===== src/rtl/dfts_pkg.sv =====
/*
 * Trip supervisor constants: offsets, fields, reset values,
 * timing counts, fault codes and the sense bundle.
 * Assumes a 25 MHz clock and sense levels synchronous to it.
 */
package dfts_pkg;

    // Clock and time base
    localparam int unsigned CLK_HZ        = 25000000;
    localparam int unsigned MS_PER_S      = 1000;
    localparam int unsigned MS_CYCLES     = CLK_HZ / MS_PER_S;
    // Motor thermal capacity: 150 % load sustained for 1 min
    localparam int unsigned THERMAL_MIN   = 1;
    localparam int unsigned THERMAL_MS    = THERMAL_MIN * 60 * MS_PER_S;

    // History depth and entry layout
    localparam int unsigned HIST_DEPTH    = 5;
    localparam int unsigned STATUS_W      = 16;
    localparam int unsigned CODE_W        = 5;
    localparam int unsigned ENTRY_W       = CODE_W + STATUS_W;

    // Register byte offsets
    localparam logic [11:0] OFS_STATUS    = 12'h000;
    localparam logic [11:0] OFS_OLT_LIMIT = 12'h004;
    localparam logic [11:0] OFS_IRQ_STAT  = 12'h008;
    localparam logic [11:0] OFS_IRQ_MASK  = 12'h00c;
    localparam logic [11:0] OFS_HIST_CNT  = 12'h010;
    localparam logic [11:0] OFS_HIST_BASE = 12'h020;
    localparam logic [11:0] OFS_HIST_LAST = 12'h030;

    // Status register fields
    localparam int unsigned ST_CODE_LSB   = 0;
    localparam int unsigned ST_OUT_EN     = 8;
    localparam int unsigned ST_CUTOFF     = 9;
    localparam int unsigned ST_LATCHED    = 10;

    // Interrupt bits (status and mask share the layout)
    localparam int unsigned IRQ_W         = 3;
    localparam int unsigned IRQ_TRIP      = 0;
    localparam int unsigned IRQ_CUTOFF    = 1;
    localparam int unsigned IRQ_CLEARED   = 2;

    // Reset values
    localparam logic [15:0] RST_OLT_LIMIT = 16'h0064;
    localparam logic [2:0]  RST_IRQ_MASK  = 3'h0;

    // Fault codes, in trip priority order after none
    typedef enum logic [CODE_W-1:0] {
        FC_NONE,
        FC_SWITCH_SHORT,
        FC_OVERCURRENT_PRIMARY,
        FC_GROUND_FAULT,
        FC_FUSE_OPEN,
        FC_BUS_OVERVOLTAGE,
        FC_BUS_UNDERVOLTAGE,
        FC_HEATSINK_OVERTEMP,
        FC_OVERLOAD_LIMIT,
        FC_MOTOR_THERMAL_MODEL,
        FC_OUTPUT_PHASE_LOSS,
        FC_EXT_FAULT_NO_CONTACT,
        FC_EXT_FAULT_NC_CONTACT,
        FC_OPTION_MODULE,
        FC_CONTROL_HW,
        FC_KEYPAD_COMM,
        FC_EMERGENCY_CUTOFF
    } dfts_code_type;

    // Protection comparator and contact levels, high = condition true
    typedef struct packed {
        logic       cur_over_200;
        logic       cur_over_180;
        logic       ground_over_limit;
        logic       bus_over_rated;
        logic       bus_under_level;
        logic       fuse_open;
        logic       heatsink_hot;
        logic       motor_over_150;
        logic       ext_no_closed;
        logic       ext_nc_closed;
        logic       switch_short;
        logic [2:0] phase_open;
        logic       option_fail;
        logic       wdog_err;
        logic       eep_err;
        logic       adc_offset_err;
        logic       keypad_lost;
    } dfts_sense_type;

    // One history entry
    typedef struct packed {
        dfts_code_type         code;
        logic [STATUS_W-1:0]   status;
    } dfts_entry_type;

endpackage


===== src/rtl/dfts_supervisor.sv =====
/*
 * Drive fault trip supervisor: cuts the power output on any trip,
 * shows the fault code, keeps a five-deep history and raises an
 * interrupt. Registers sit on an APB slave.
 * Assumes sense inputs synchronous to pclk and debounced
 * reset key and terminal levels.
 */
// Notes on behaviour
// [RQ1] Any fault cuts output and shows its code.
// [RQ2] Last five trips kept with status at trip.
// [RQ3] Current over 200 % trips primary overcurrent.
// [RQ4] Ground current over threshold trips ground fault.
// [RQ5] Bus over rating trips overvoltage.
// [RQ6] 180 % past limit time trips overload.
// [RQ7] Open fuse reports fault, output off.
// [RQ8] Hot heat sink trips.
// [RQ9] 150 % load for one minute trips thermal model.
// [RQ10] Closed NO contact trips.
// [RQ11] Opened NC contact trips.
// [RQ12] Bus under level trips undervoltage.
// [RQ13] Shoot-through or short trips secondary fault.
// [RQ14] Any open phase trips phase loss.
// [RQ15] Cut-off stops output; release resumes alone.
// [RQ16] Option failure raises option fault.
// [RQ17] Watchdog, memory or converter error trips hardware fault.
// [RQ18] Lost keypad shows communication error.
// [RQ19] Latch clears by key, terminal or power-up only.
`timescale 1ns/1ps

module dfts_supervisor #(
    parameter int unsigned MS_CYCLES = dfts_pkg::MS_CYCLES
) (
    // Clock and reset
    input  wire logic                  pclk,
    input  wire logic                  presetn,
    // APB slave
    input  wire logic                  psel,
    input  wire logic                  penable,
    input  wire logic                  pwrite,
    input  wire logic [11:0]           paddr,
    input  wire logic [31:0]           pwdata,
    output logic      [31:0]           prdata,
    output logic                       pready,
    output logic                       pslverr,
    // Protection inputs
    input  dfts_pkg::dfts_sense_type   sense,
    input  wire logic                  emergency_cutoff_input,
    input  wire logic                  reset_key,
    input  wire logic                  reset_terminal,
    input  wire logic [15:0]           op_status,
    // Drive side outputs
    output logic                       power_enable,
    output dfts_pkg::dfts_code_type    fault_status_display_param,
    output logic                       irq
);
    import dfts_pkg::*;

    // Fault condition vector and decode results
    dfts_code_type  next_code;
    logic           any_fault;
    logic           latched;
    dfts_code_type  latched_code;
    logic           trip_now;
    logic           clear_req;
    logic           overload_expired;
    logic           thermal_expired;

    // Registers
    logic [15:0]    olt_limit;
    logic [IRQ_W-1:0] irq_stat;
    logic [IRQ_W-1:0] irq_mask;
    logic [2:0]     hist_count;
    logic           cutoff_q;

    // Bus decode
    logic           setup_ph;
    logic           access_ph;
    logic           wr_done;
    logic [2:0]     hist_index;
    dfts_entry_type hist_rd;
    logic [31:0]    next_rdata;
    logic           next_err;
    logic [IRQ_W-1:0] irq_event;

    // Address check, used for both read data and error reply
    function automatic logic addr_mapped(input logic [11:0] a);
        addr_mapped = (a == OFS_STATUS) || (a == OFS_OLT_LIMIT) ||
                      (a == OFS_IRQ_STAT) || (a == OFS_IRQ_MASK) ||
                      (a == OFS_HIST_CNT) ||
                      ((a >= OFS_HIST_BASE) && (a <= OFS_HIST_LAST) &&
                       (a[1:0] == 2'b00));
    endfunction

    // Priority pick of the most severe active condition
    function automatic dfts_code_type pick_fault(
        input dfts_sense_type s,
        input logic           olt_exp,
        input logic           eth_exp
    );
        pick_fault = FC_NONE;
        // [RQ18] keypad link loss
        if (s.keypad_lost)               pick_fault = FC_KEYPAD_COMM;
        // [RQ17] control diagnostics
        if (s.wdog_err || s.eep_err || s.adc_offset_err)
                                         pick_fault = FC_CONTROL_HW;
        // [RQ16] option failure
        if (s.option_fail)               pick_fault = FC_OPTION_MODULE;
        // [RQ11] NC contact opens
        if (!s.ext_nc_closed)            pick_fault = FC_EXT_FAULT_NC_CONTACT;
        // [RQ10] NO contact closes
        if (s.ext_no_closed)             pick_fault = FC_EXT_FAULT_NO_CONTACT;
        // [RQ14] any phase open
        if (|s.phase_open)               pick_fault = FC_OUTPUT_PHASE_LOSS;
        // [RQ9] thermal model expiry
        if (eth_exp)                     pick_fault = FC_MOTOR_THERMAL_MODEL;
        // [RQ6] overload time expiry
        if (olt_exp)                     pick_fault = FC_OVERLOAD_LIMIT;
        // [RQ8] heat sink hot
        if (s.heatsink_hot)              pick_fault = FC_HEATSINK_OVERTEMP;
        // [RQ12] bus under level
        if (s.bus_under_level)           pick_fault = FC_BUS_UNDERVOLTAGE;
        // [RQ5] bus over rating
        if (s.bus_over_rated)            pick_fault = FC_BUS_OVERVOLTAGE;
        // [RQ7] fuse opened
        if (s.fuse_open)                 pick_fault = FC_FUSE_OPEN;
        // [RQ4] ground over threshold
        if (s.ground_over_limit)         pick_fault = FC_GROUND_FAULT;
        // [RQ3] current over 200 %
        if (s.cur_over_200)              pick_fault = FC_OVERCURRENT_PRIMARY;
        // [RQ13] shoot-through or short
        if (s.switch_short)              pick_fault = FC_SWITCH_SHORT;
    endfunction

    // [RQ6] overload timer, restarts
    dfts_sustain_timer #(
        .TICK_CYCLES (MS_CYCLES)
    ) u_overload_timer (
        .pclk     (pclk),
        .presetn  (presetn),
        .active   (sense.cur_over_180),
        .leak     (1'b0),
        .limit_ms ({16'h0, olt_limit}),
        .expired  (overload_expired)
    );

    // [RQ9] thermal model, cools slowly
    dfts_sustain_timer #(
        .TICK_CYCLES (MS_CYCLES)
    ) u_thermal_model (
        .pclk     (pclk),
        .presetn  (presetn),
        .active   (sense.motor_over_150),
        .leak     (1'b1),
        .limit_ms (32'(THERMAL_MS)),
        .expired  (thermal_expired)
    );

    // Combined decode
    assign next_code = pick_fault(sense, overload_expired, thermal_expired);
    assign any_fault = (next_code != FC_NONE);
    // [RQ19] only key, terminal or power-up
    assign clear_req = reset_key || reset_terminal;
    // A new trip is taken only when nothing is latched yet or a clear is requested
    assign trip_now  = any_fault && (!latched || clear_req);

    // [RQ19] latch, set wins over clear
    always_ff @(posedge pclk or negedge presetn) begin
        if (!presetn) begin
            latched      <= 1'b0;
            latched_code <= FC_NONE;
        end else if (trip_now) begin
            latched      <= 1'b1;
            latched_code <= next_code;
        end else if (clear_req) begin
            latched      <= 1'b0;
            latched_code <= FC_NONE;
        end
    end

    // [RQ15] cut-off tracked, never latched
    always_ff @(posedge pclk or negedge presetn) begin
        if (!presetn) begin
            cutoff_q <= 1'b0;
        end else begin
            cutoff_q <= emergency_cutoff_input;
        end
    end

    // [RQ1] output off on trip or cut-off
    // The raw fault also gates here so the output drops on the edge that sets the latch
    always_ff @(posedge pclk or negedge presetn) begin
        if (!presetn) begin
            power_enable <= 1'b0;
        end else begin
            power_enable <= !(latched && !clear_req) && !any_fault &&
                            !emergency_cutoff_input;
        end
    end

    // [RQ1] code shown on the display
    always_ff @(posedge pclk or negedge presetn) begin
        if (!presetn) begin
            fault_status_display_param <= FC_NONE;
        end else if (trip_now) begin
            fault_status_display_param <= next_code;
        end else if (latched && !clear_req) begin
            fault_status_display_param <= latched_code;
        end else if (emergency_cutoff_input) begin
            fault_status_display_param <= FC_EMERGENCY_CUTOFF;
        end else begin
            fault_status_display_param <= FC_NONE;
        end
    end

    // [RQ2] record code with status
    dfts_history_mem u_history (
        .pclk       (pclk),
        .presetn    (presetn),
        .push       (trip_now),
        .push_entry ({next_code, op_status}),
        .rd_index   (hist_index),
        .rd_entry   (hist_rd)
    );

    // [RQ2] count of valid entries
    always_ff @(posedge pclk or negedge presetn) begin
        if (!presetn) begin
            hist_count <= 3'h0;
        end else if (trip_now && hist_count < 3'(HIST_DEPTH)) begin
            hist_count <= hist_count + 3'h1;
        end
    end

    // APB phases; every access takes two access cycles so history
    // reads have time to come out of the registered memory port
    assign setup_ph   = psel && !penable;
    assign access_ph  = psel && penable;
    assign wr_done    = access_ph && pready && pwrite &&
                        addr_mapped(paddr);
    assign hist_index = 3'((paddr - OFS_HIST_BASE) >> 2);

    // Wait state then ready
    always_ff @(posedge pclk or negedge presetn) begin
        if (!presetn) begin
            pready <= 1'b0;
        end else begin
            pready <= access_ph && !pready;
        end
    end

    // Read mux, unmapped reads as zero
    always_comb begin
        next_rdata = 32'h0;
        next_err   = !addr_mapped(paddr);
        if (paddr == OFS_STATUS) begin
            next_rdata[ST_CODE_LSB +: CODE_W] = fault_status_display_param;
            next_rdata[ST_OUT_EN]             = power_enable;
            next_rdata[ST_CUTOFF]             = cutoff_q;
            next_rdata[ST_LATCHED]            = latched;
        end else if (paddr == OFS_OLT_LIMIT) begin
            next_rdata[15:0] = olt_limit;
        end else if (paddr == OFS_IRQ_STAT) begin
            next_rdata[IRQ_W-1:0] = irq_stat;
        end else if (paddr == OFS_IRQ_MASK) begin
            next_rdata[IRQ_W-1:0] = irq_mask;
        end else if (paddr == OFS_HIST_CNT) begin
            next_rdata[2:0] = hist_count;
        end else if (addr_mapped(paddr)) begin
            next_rdata[ENTRY_W-1:0] = hist_rd;
        end
    end

    // Data and error captured with the ready edge
    always_ff @(posedge pclk or negedge presetn) begin
        if (!presetn) begin
            prdata  <= 32'h0;
            pslverr <= 1'b0;
        end else if (access_ph && !pready) begin
            prdata  <= pwrite ? 32'h0 : next_rdata;
            pslverr <= next_err;
        end else begin
            prdata  <= 32'h0;
            pslverr <= 1'b0;
        end
    end

    // [RQ6] limit time in milliseconds
    always_ff @(posedge pclk or negedge presetn) begin
        if (!presetn) begin
            olt_limit <= RST_OLT_LIMIT;
        end else if (wr_done && paddr == OFS_OLT_LIMIT) begin
            olt_limit <= pwdata[15:0];
        end
    end

    // Interrupt mask
    always_ff @(posedge pclk or negedge presetn) begin
        if (!presetn) begin
            irq_mask <= RST_IRQ_MASK;
        end else if (wr_done && paddr == OFS_IRQ_MASK) begin
            irq_mask <= pwdata[IRQ_W-1:0];
        end
    end

    // Events: trip, cut-off rising, latched fault cleared
    always_comb begin
        irq_event              = '0;
        irq_event[IRQ_TRIP]    = trip_now;
        irq_event[IRQ_CUTOFF]  = emergency_cutoff_input && !cutoff_q;
        irq_event[IRQ_CLEARED] = latched && clear_req && !trip_now;
    end

    // Sticky status, write one to clear; a new event wins
    always_ff @(posedge pclk or negedge presetn) begin
        if (!presetn) begin
            irq_stat <= '0;
        end else if (wr_done && paddr == OFS_IRQ_STAT) begin
            irq_stat <= (irq_stat & ~pwdata[IRQ_W-1:0]) | irq_event;
        end else begin
            irq_stat <= irq_stat | irq_event;
        end
    end

    // Level interrupt, one cycle behind the status bits
    always_ff @(posedge pclk or negedge presetn) begin
        if (!presetn) begin
            irq <= 1'b0;
        end else begin
            irq <= |(irq_stat & irq_mask);
        end
    end

endmodule


===== src/rtl/dfts_history_mem.sv =====
/*
 * Five-entry fault history: a push shifts every entry one place
 * older and writes the newest at index 0. Read data come from a
 * register one clock after the index is presented.
 * Assumes at most one push per clock.
 */
`timescale 1ns/1ps

module dfts_history_mem
    import dfts_pkg::*;
(
    // Clock and reset
    input  wire logic           pclk,
    input  wire logic           presetn,
    // Write side
    input  wire logic           push,
    input  dfts_pkg::dfts_entry_type push_entry,
    // Read side
    input  wire logic [2:0]     rd_index,
    output dfts_pkg::dfts_entry_type rd_entry
);
    import dfts_pkg::*;

    dfts_entry_type entry [HIST_DEPTH];

    // Shift chain, newest first
    genvar g;
    generate
        for (g = 0; g < HIST_DEPTH; g++) begin : g_slot
            always_ff @(posedge pclk or negedge presetn) begin
                if (!presetn) begin
                    entry[g] <= '0;
                end else if (push) begin
                    if (g == 0) begin
                        entry[g] <= push_entry;
                    end else begin
                        entry[g] <= entry[g-1];
                    end
                end
            end
        end
    endgenerate

    // Registered read; out of range reads as an empty entry
    always_ff @(posedge pclk or negedge presetn) begin
        if (!presetn) begin
            rd_entry <= '0;
        end else if (rd_index < 3'(HIST_DEPTH)) begin
            rd_entry <= entry[rd_index];
        end else begin
            rd_entry <= '0;
        end
    end

endmodule


===== src/rtl/dfts_sustain_timer.sv =====
/*
 * Millisecond accumulator that expires once its condition has held
 * for the limit; without leak a drop restarts it, with leak it
 * bleeds down one step per millisecond.
 * Assumes the limit is stable while counting.
 */
`timescale 1ns/1ps

module dfts_sustain_timer #(
    parameter int unsigned TICK_CYCLES = dfts_pkg::MS_CYCLES
) (
    // Clock and reset
    input  wire logic        pclk,
    input  wire logic        presetn,
    // Condition and setup
    input  wire logic        active,
    input  wire logic        leak,
    input  wire logic [31:0] limit_ms,
    // Result
    output logic             expired
);
    import dfts_pkg::*;

    logic [31:0] pre;
    logic [31:0] acc;
    logic        tick;

    // Millisecond prescaler, free running
    always_ff @(posedge pclk or negedge presetn) begin
        if (!presetn) begin
            pre <= '0;
        end else if (pre >= 32'(TICK_CYCLES - 1)) begin
            pre <= '0;
        end else begin
            pre <= pre + 32'h1;
        end
    end
    assign tick = (pre >= 32'(TICK_CYCLES - 1));

    // Accumulate while active, restart or bleed otherwise
    always_ff @(posedge pclk or negedge presetn) begin
        if (!presetn) begin
            acc <= '0;
        end else if (active) begin
            if (tick && (acc < limit_ms || acc == 32'h0)) begin
                acc <= acc + 32'h1;
            end
        end else if (!leak) begin
            acc <= '0;
        end else if (tick && acc != 32'h0) begin
            acc <= acc - 32'h1;
        end
    end

    // Zero limit would trip at once, so it needs one full tick
    always_ff @(posedge pclk or negedge presetn) begin
        if (!presetn) begin
            expired <= 1'b0;
        end else begin
            expired <= active && (acc >= limit_ms) && (acc != 32'h0);
        end
    end

endmodule


===== config.mk =====
export PLATFORM = sky130hd
export DESIGN_NAME = dfts_supervisor
export DESIGN_NICKNAME = d
export VERILOG_FILES = /design/src/rtl/dfts_pkg.sv /design/src/rtl/dfts_supervisor.sv /design/src/rtl/dfts_history_mem.sv /design/src/rtl/dfts_sustain_timer.sv
export SDC_FILE = /design/constraint.sdc
export NUM_CORES = 1
export LEC_CHECK = 0
export ABC_AREA = 1
export BUFFER_PORTS_ARGS = -buffer_cell sky130_fd_sc_hd__buf_2
export CAP_MARGIN = 10
export CORE_ASPECT_RATIO = 1.75
export CORE_UTILIZATION = 40
export CTS_CLUSTER_SIZE = 28
export DETAILED_ROUTE_END_ITERATION = 16
export GPL_ROUTABILITY_DRIVEN = 0
export MAX_ROUTING_LAYER = met4
export SLEW_MARGIN = 20
export SYNTH_ARGS = -nofsm -noshare
export SYNTH_HDL_FRONTEND = slang
export SYNTH_SLANG_ARGS = --single-unit
export TNS_END_PERCENT = 50

===== constraint.sdc =====
create_clock -name pclk -period 1.9 [get_ports pclk]
set_input_delay 0.19 -clock pclk [delete_from_list [all_inputs] [get_ports pclk]]
set_output_delay 0.19 -clock pclk [all_outputs]
set_load 0.02 [all_outputs]

==> impl_metrics.ini, run 1 <==
[outcome]
outcome = finished with violations
violations = setup timing

[sta]
clock.fmax_mhz = 458
post-route-period-util = 1.15
finalHoldViolCount = 0
rsz0062_at_grt = true
min_period_ps = 2190
timing.hold.ws_ps = 60.3
setup_ws_ps = -285
setup_viol = 175
finClkSkew_ps = 16.0
maxSlewViolCount = 0
tightest_slew_ps = 625
max_slew_margin = 0.579

[die]
die-area_um2 = 39800
die_w_um = 151
ios = 128
core_area_um2 = 38400
die-height_um = 263
initial_core_util = 0.406
row_count = 95

[global_route]
antenna_found_initial = 1
grt_use_total = 0.239
overflow = 0
grt_pass1_wl_mm = 72.9
grt_max_degree = 94
grt_pass1_vias = 14673

[synthesis]
synthTopCellsByCount = 480 x nand2_1, 308 x dfrtp_1, 180 x inv_1
synthDistinctLibCells = 53
synth_seq_area_share = 0.500
post-synth-top-count-cell = nand2_1
ys_seq_elements = 311
ys_warn_count = 0
syn-cell-area_um2 = 15600
avgSynthCellArea_um2 = 8.36
synth_top_area_share = 0.495
yosys.area.top_type = dfrtp_1
synth_area_leaders = dfrtp_1 49%, nand2_1 12%, nand3_1 4.8%, inv_1 4.3%, ha_1 4.1%
synthCells = 1864
synthArstFlopShare = 1.00
synth-edff-count = 0
synth_flop_cell = dfrtp_1

[critical_path]
required_ps = 2360
cp_num_buf_inv = 4
end_kind = flop
arrival_ps = 2650
slowest_delay_ps = 440
cp_slowest_cell = or3_4
crit_fanout = 7
startpoint = u_thermal_model.acc[19]
reg2reg_from = u_thermal_model.acc[19]
critical-path-top-delay-family = simple AND/OR/NAND/NOR gates
worstSetupStartpointType = flop
r2r_slack_ps = -290
worstSetupPathType = reg -> reg
path_cells = nor4_2 > buf_4 > nand4_1 > or3_4 > nand3_4 > buf_12 > buf_6 > clkbuf_16 > o21ai_1

[layout]
postLayoutCoreUtil = 0.589
fin_nets = 2473
area_growth_pct = 45.2
drive_above_1_share = 0.339
final_area_um2 = 22600

[clock_tree]
cts.sinks = 311
htreeDepth = 1
max-clock-path-buffers = 3
clkLatencyLatePin_ps = 590
cts_buffers = 31
cts_root_buf = clkbuf_16
cts.clk_slew.worst_paths_ps = 60
cts_tree = done

[worst_hold_path]
min_from = reset_terminal
hp-class = in -> reg

[routing]
wire_per_inst_um = 17.0
dr.pass1.iters = 5
ant_nets = 0
routed-via-count = 14716
dr.first_iter.drc_count = 661
routed_wl_mm = 48.3
drcViolationCount = 0
vias_per_cell = 5.18

[placement]
port_buffers = 100
dp_hpwl_mm = 32.5
dpl_cell_area_um2 = 18800

[power]
cellPowerDensity_nw_per_um2 = 1100
p_leak_nw = 11.0
ir_drop_uv = 1140

[run]
cap_viol_max_count = 0
[layer usage]
layer | GRT usage | up-vias | share of wire
met5 | - | - | 0
met4 | 0.115 | 0 | 0.051
met3 | 0.0222 | 165 | 0.038
li1 | - | 7079 | -
met2 | 0.425 | 397 | 0.53
met1 | 0.263 | 7075 | 0.38
[worst min-delay path: stages]
cell	delay [ps]
buf_2	130
nor2_1	140
nand3_2	100
nand2_1	40
[sequential cells by signal, summed over array words and instances (netlist names)]
register,cells
u_thermal_model.expired,1
prdata,21
power_enable,1
u_history.entry,100
u_history.rd_entry,20
latched_code,4
fault_status_display_param,5
u_thermal_model.acc,32
u_overload_timer.expired,1
hist_count,3
irq_mask,3
pslverr,1
u_overload_timer.acc,32
irq,1
pready,1
u_overload_timer.pre,32
u_thermal_model.pre,32
latched,1
irq_stat,3
cutoff_q,1
olt_limit,16
[per-stage QoR]
step / total power [W] / setup slack (ps) / setup TNS (ps) / cells
global placement: 0.0155 / -619 / -42800 / 2705
floorplan: 0.0120 / -452 / -7180 / 1909
detailed placement: 0.0157 / -660 / -49210 / 2705
CTS: 0.0234 / -174 / -7760 / 2816
global route: 0.0262 / -326 / -37610 / 2842
finish: 0.0250 / -285 / -19930 / 2842
[cells in the final DEF (no fill, tap or decap), drive strengths merged, types with 10 or more instances in the layout]
cell type	instances
nor3b	10
o21ai	105
nor3	24
nor4	26
clkbuf	57
nand3	151
a21oi	101
dlygate4sd3	38
buf	414
ha	51
dfrtp	308
nand2	491
nand4	36
a221oi	18
xnor2	14
inv	190
o21bai	11
nor2	157
xor2	23
conb	46
a31oi	27
[where the power goes]
| group | leakage [nW] | switching (W) | internal (W) | total [W] |
|---|---|---|---|---|
| logic | 6.52 | 0.00533 | 0.00502 | 0.0103 |
| clock network | 0.513 | 0.00266 | 0.00361 | 0.00627 |
| registers | 3.92 | 0.000813 | 0.00755 | 0.00836 |
[cell type report]
cell class,instances,area (um2)
Fill cell,3253,15800
Multi-Input combinational cell,1335,8410
Sequential cell,311,7790
Timing Repair Buffer,465,4010
Clock buffer,44,915
Inverter,189,747
Tap cell,485,607
Clock inverter,11,123
Timing Repair inverter,1,11.3
Antenna cell,1,2.50
[cells by family after synthesis]
logic type	Yosys count	share of synthesized area
simple gates	903	0.254
flops	311	0.500
compound gates	295	0.110
buf+inv	265	0.0733
fa+ha+maj	52	0.0422
xor+xnor	37	0.0208
other cells	1	0.000241
[repair_timing]
item,in CTS,in global routing
buffers inserted,15,11
setup endpoints to repair,178,190
pin swaps,40,71
hold buffers,38,0
hold endpoints to repair,252,0
gates cloned,5,17
gates resized for setup,194,256
[path summary, 6_finish.rpt]
path,endpoint,cells after the start
max in group asynchronous,olt_limit[6],3
setup reg to reg,u_thermal_model.acc[9],9
min in group asynchronous,hist_count[0],2
setup / recovery,u_thermal_model.acc[9],9
hold reg to reg,u_overload_timer.pre[0],1
hold / removal,latched_code[0],4
No activity file was read; power rests on OpenSTA's default activity.
==> run 2, diff against run 1 <==
--- a/config.mk
+++ b/config.mk
@@ -5,7 +5,6 @@
 export SDC_FILE = /design/constraint.sdc
 export NUM_CORES = 1
 export LEC_CHECK = 0
-export ABC_AREA = 1
 export BUFFER_PORTS_ARGS = -buffer_cell sky130_fd_sc_hd__buf_2
 export CAP_MARGIN = 10
 export CORE_ASPECT_RATIO = 1.75
==> impl_metrics.ini, run 2 <==
[synthesis]
ys_seq_elements = 311
yosys.area.top_type = dfrtp_1
synth_top_area_share = 0.511
synth_flop_cell = dfrtp_1
ys_warn_count = 0
synth_seq_area_share = 0.516
synth_area_leaders = dfrtp_1 51%, mux2_2 9.8%, ha_1 4.2%, mux4_2 3.0%, nor2_1 2.3%
synthArstFlopShare = 1.00
post-synth-top-count-cell = dfrtp_1
synthCells = 1313
avgSynthCellArea_um2 = 11.5
syn-cell-area_um2 = 15100
synthDistinctLibCells = 79
synthTopCellsByCount = 308 x dfrtp_1, 131 x mux2_2, 91 x nor2_1
synth-edff-count = 0

[global_route]
grt.busiest_layer = met2
grtUsageMet1 = 0.231
grtUsageMet2 = 0.407
overflow = 0
antenna_found_initial = 0
grt_use_total = 0.218
grt_pass1_wl_mm = 64.4
gr-usage-met3 = 0.0214
grt_max_degree = 64
grt_pass1_vias = 12870

[sta]
finClkSkew_ps = 8.96
min_period_ps = 2590
setup_viol = 166
maxSlewViolCount = 0
rsz0062_at_grt = true
tightest_slew_ps = 490
finalHoldViolCount = 0
post-route-period-util = 1.36
fin_setup_tns_ps = -49340
setup_ws_ps = -691
max_slew_margin = 0.670
clock.fmax_mhz = 386

[power]
ir_drop_uv = 987
cellPowerDensity_nw_per_um2 = 1160
p_leak_nw = 10.4

[routing]
dr.pass1.iters = 5
routed_wl_mm = 40.2
wire_per_inst_um = 17.5
ant_nets = 0
vias_per_cell = 5.20
dr.first_iter.drc_count = 467
routed-via-count = 11986
drcViolationCount = 0

[placement]
dp_worst_setup_slack_ps = -957
port_buffers = 100
dp_hpwl_mm = 28.0

[critical_path]
end_kind = flop
worstSetupPathType = reg -> reg
r2r_slack_ps = -690
rr_worst_depth = 10
required_ps = 2400
crit_fanout = 6
arrival_ps = 3090
worstSetupStartpointType = flop

[die]
initial_core_util = 0.408
row_count = 93
die_w_um = 149
core_area_um2 = 37000
ios = 128
die-area_um2 = 38500
die-height_um = 259

[worst_hold_path]
holdPathStages = 5
hp-class = in -> reg

[clock_tree]
htreeDepth = 1
clkLatencyLatePin_ps = 570
cts_buffers = 30
cts.clk_slew.worst_paths_ps = 70
max-clock-path-buffers = 3
cts.sinks = 311
cts_tree = done
cts_root_buf = clkbuf_16

[layout]
fill_cells = 3045
drive_above_1_share = 0.430
layout_common_cells = 306 x dfrtp_1, 272 x buf_4, 118 x mux2_4, 99 x buf_2, 85 x nor2_1
largest_register_ffs = 100
area_growth_pct = 45.9
layout_commonest_cell = dfrtp_1
fin_nets = 1944
top_register = u_history.entry

[run]
cap_viol_max_count = 0

[outcome]
outcome = finished with violations
violations = setup timing
==> run 2: cell count changes after synthesis, moves of 44 or more <==
cell	before	now
a21oi_1	95	51
inv_1	180	63
mux2_2	0	131
nand2_1	480	81
o21ai_0	93	42
nor2_1	151	91
nand3_1	150	30
==> run 2: final timing paths <==
path | from | endpoint
min in group asynchronous | presetn | u_history.entry[77]
setup / recovery | u_overload_timer.acc[1] | u_overload_timer.acc[13]
hold reg to reg | u_history.rd_entry[18] | prdata[18]
setup reg to reg | u_overload_timer.acc[1] | u_overload_timer.acc[13]
hold / removal | reset_key | latched_code[0]
max in group asynchronous | presetn | u_thermal_model.acc[16]
==> run 2: layout make-up <==
cell class	count	area [um2]	area share
diodes	1	2.50	0.000114
clock buffers	35	810	0.0368
clock inverters	21	275	0.0125
inverters	63	240	0.0109
multi-input cells	924	8210	0.373
flip-flops and latches	311	7790	0.354
well taps	475	594	0.0270
repair buffers	475	4100	0.186
==> run 2: where the power goes <==
| group | switching (W) | total [W] | internal (W) |
|---|---|---|---|
| logic | 0.00438 | 0.0104 | 0.00605 |
| registers | 0.000904 | 0.00864 | 0.00774 |
| clock network | 0.00271 | 0.00648 | 0.00377 |
| total | 0.00800 | 0.0256 | 0.0176 |
==> run 2: cell families (layout without fill, tap and decap cells) <==
family | after synthesis | after routing | share of synthesized area
xor gates and xnor gates | 60 | 60 | 0.0348
DFF | 311 | 311 | 0.516
and+or+nand+nor | 372 | 372 | 0.126
other | 1 | 47 | 0.000249
buffers and inverters | 123 | 594 | 0.0362
muxes | 164 | 164 | 0.137
AOI/OAI and AO/OA | 230 | 230 | 0.106
adders and majority gates | 52 | 52 | 0.0436
==> run 2: metal layers <==
layer / vias to the layer above / share of wire
met1: 6027 / 0.38
met3: 87 / 0.028
met4: 0 / 0.038
met2: 188 / 0.56
li1: 5684 / -
met5: - / 0
==> run 2: through the flow <==
| step | total power (W) | hold slack, ps | std cells | utilization | instance area, um2 |
|---|---|---|---|---|---|
| after floorplan | 0.0135 | -106 | 1358 | - | 15700 |
| after global placement | 0.0168 | 120 | 2159 | 0.510 | 18900 |
| after detailed placement | 0.0169 | 127 | 2159 | 0.510 | 18900 |
| after CTS | 0.0249 | 41.7 | 2283 | 0.578 | 21400 |
| after global routing | 0.0269 | 60.0 | 2304 | 0.595 | 22000 |
| final | 0.0256 | 65.9 | 2305 | 0.595 | 22000 |
==> run 2: repair_timing <==
item                                   4_1_cts  5_1_grt
gates cloned                                10        0
setup buffers                               24       30
endpoints found under the hold margin      324        0
hold buffers                                36        0
pin swaps                                   60       65
resized for setup                          145      100
setup endpoints to repair                  185      199
==> run 2: critical path: stages, from the launching register on <==
cell	delay, ps
dfrtp_1	410
ha_4	250
nor2b_1	120
o21a_1	160
o21a_1	210
o21bai_4	170
a211oi_4	80
o22ai_2	300
a21oi_4	150
or4_4	500
a21oi_2	150
==> run 3, diff against run 2 <==
--- a/config.mk
+++ b/config.mk
@@ -5,14 +5,15 @@
 export SDC_FILE = /design/constraint.sdc
 export NUM_CORES = 1
 export LEC_CHECK = 0
-export BUFFER_PORTS_ARGS = -buffer_cell sky130_fd_sc_hd__buf_2
-export CAP_MARGIN = 10
+export BUFFER_PORTS_ARGS = -buffer_cell sky130_fd_sc_hd__buf_4
+export CAP_MARGIN = 20
 export CORE_ASPECT_RATIO = 1.75
 export CORE_UTILIZATION = 40
 export CTS_CLUSTER_SIZE = 28
 export DETAILED_ROUTE_END_ITERATION = 16
 export GPL_ROUTABILITY_DRIVEN = 0
 export MAX_ROUTING_LAYER = met4
+export SETUP_SLACK_MARGIN = 0.5
 export SLEW_MARGIN = 20
 export SYNTH_ARGS = -nofsm -noshare
 export SYNTH_HDL_FRONTEND = slang
==> impl_metrics.ini, run 3 (synthesis gave the netlist of run 2 again) <==
[global_route]
overflow = 0
antenna_found_initial = 0
grt_pass1_vias = 12900
grt_pass1_wl_mm = 66.1
grt_max_degree = 56
grt_use_total = 0.226

[critical_path]
timing.rr.end = u_thermal_model.acc[17]
crit_fanout = 8
reg2reg_from = u_thermal_model.acc[8]
worstSetupStartpointType = flop
end_kind = flop
worstSetupPathType = reg -> reg
r2r_slack_ps = -730
required_ps = 2340
arrival_ps = 3070
rr_worst_depth = 10

[layout]
top_register = u_history.entry
area_growth_pct = 52.8
num_antenna_cells = 0
final_area_um2 = 23100
fin_nets = 1964
largest_register_ffs = 100
drive_above_1_share = 0.467
layout_common_cells = 361 x buf_4, 302 x dfrtp_1, 137 x mux2_4, 72 x nand2_1, 65 x nor2_1
fill_cells = 2856
layout_commonest_cell = buf_4

[sta]
max_slew_margin = 0.615
tightest_slew_ps = 572
rsz0062_at_grt = true
setup_ws_ps = -726
clock.fmax_mhz = 381
post-route-period-util = 1.38
maxSlewViolCount = 0
setup_viol = 171
finClkSkew_ps = 19.3
finalHoldViolCount = 0
min_period_ps = 2630
timing.hold.ws_ps = 25.7

[clock_tree]
cts_tree = done
cts.clk_slew.worst_paths_ps = 70
max-clock-path-buffers = 3
cts_buffers = 30
cts.sinks = 311
clkLatencyLatePin_ps = 580
cts_root_buf = clkbuf_16
htreeDepth = 1

[power]
ir_drop_uv = 959
p_int_w = 0.0178
cellPowerDensity_nw_per_um2 = 1120
p_sw_w = 0.00808
swShare = 0.313
p_seq_frac = 0.337
p_leak_nw = 10.7
p_comb_frac = 0.420
clkPwrFrac = 0.244

[routing]
vias_per_cell = 5.17
dr.pass1.iters = 5
routed_wl_mm = 42.0
drcViolationCount = 0
ant_nets = 0
dr.first_iter.drc_count = 353
routed-via-count = 12019
wire_per_inst_um = 18.1

[die]
die-height_um = 259
core_area_um2 = 37000
initial_core_util = 0.408
row_count = 93
die_w_um = 149
die-area_um2 = 38500
ios = 128

[placement]
dp_worst_setup_slack_ps = -962
dp_hpwl_mm = 28.4
port_buffers = 100
dpl_cell_area_um2 = 19100

[worst_hold_path]
hold_end = fault_status_display_param[0]
holdPathStages = 3
min_from = sense[8]
hp-class = in -> reg

[outcome]
violations = setup timing
outcome = finished with violations

[run]
cap_viol_max_count = 0
==> run 3: critical path, stage by stage, from the launching register on <==
cell     delay [ps]
dfrtp_2         460
buf_6           130
or4_4           500
nor3_2          110
nand4_1         120
o21ai_2         270
nor2_4          120
buf_6           140
buf_8           130
and4b_1         170
or3_1           340
==> run 3: power groups by stage <==
| stage | logic, W | clock network [W] | registers, W |
|---|---|---|---|
| global placement | 0.00810 | 0 | 0.00866 |
| detailed placement | 0.00827 | 0 | 0.00870 |
| floorplan | 0.00517 | 0 | 0.00846 |
| CTS | 0.0100 | 0.00641 | 0.00863 |
| global route | 0.0117 | 0.00670 | 0.00881 |
| finish | 0.0108 | 0.00629 | 0.00870 |
==> run 3: timing repair <==
item,in CTS,in global routing
pin swaps,76,102
hold endpoints to repair,362,0
gates cloned,12,0
buffers inserted,45,19
resized for setup,244,128
hold buffers,37,0
setup endpoints to repair,246,234
==> run 3: through the flow <==
stage	TNS [ps]	instances	utilization	power, W
global placement	-107140	2155	0.516	0.0168
CTS	-63400	2304	0.601	0.0251
finish	-68230	2323	0.623	0.0258
global route	-80690	2323	0.623	0.0272
detailed placement	-113700	2155	0.516	0.0170
floorplan	-71910	1358	-	0.0136
==> run 3: worst max path at each step <==
| stage | from | to | slack, ps | depth (start not counted) |
|---|---|---|---|---|
| detailed placement | sense[11] | u_thermal_model.acc[29] | -960 | 13 |
| finish | u_thermal_model.acc[8] | u_thermal_model.acc[17] | -730 | 10 |
| global placement | sense[11] | u_thermal_model.acc[17] | -920 | 13 |
| floorplan | sense[11] | u_thermal_model.acc[20] | -1210 | 12 |
| CTS | u_thermal_model.acc[1] | u_thermal_model.acc[20] | -670 | 10 |
| global route | u_thermal_model.acc[1] | u_thermal_model.acc[20] | -790 | 10 |
==> run 3: area by class of cell <==
cell class	instances	area, um2	share of cell area
Timing Repair Buffer	495	4670	0.203
Clock inverter	15	208	0.00901
Inverter	63	240	0.0104
Tap cell	475	594	0.0258
Multi-Input combinational cell	924	8710	0.378
Clock buffer	40	838	0.0364
Sequential cell	311	7790	0.338
==> run 3: layer usage <==
layer / part of all wire / wire length, um / global-route usage
met2: 0.56 / 23700 / 0.423
met3: 0.023 / 956 / 0.0207
met1: 0.38 / 15800 / 0.238
met5: 0 / 0 / -
met4: 0.038 / 1610 / 0.0935
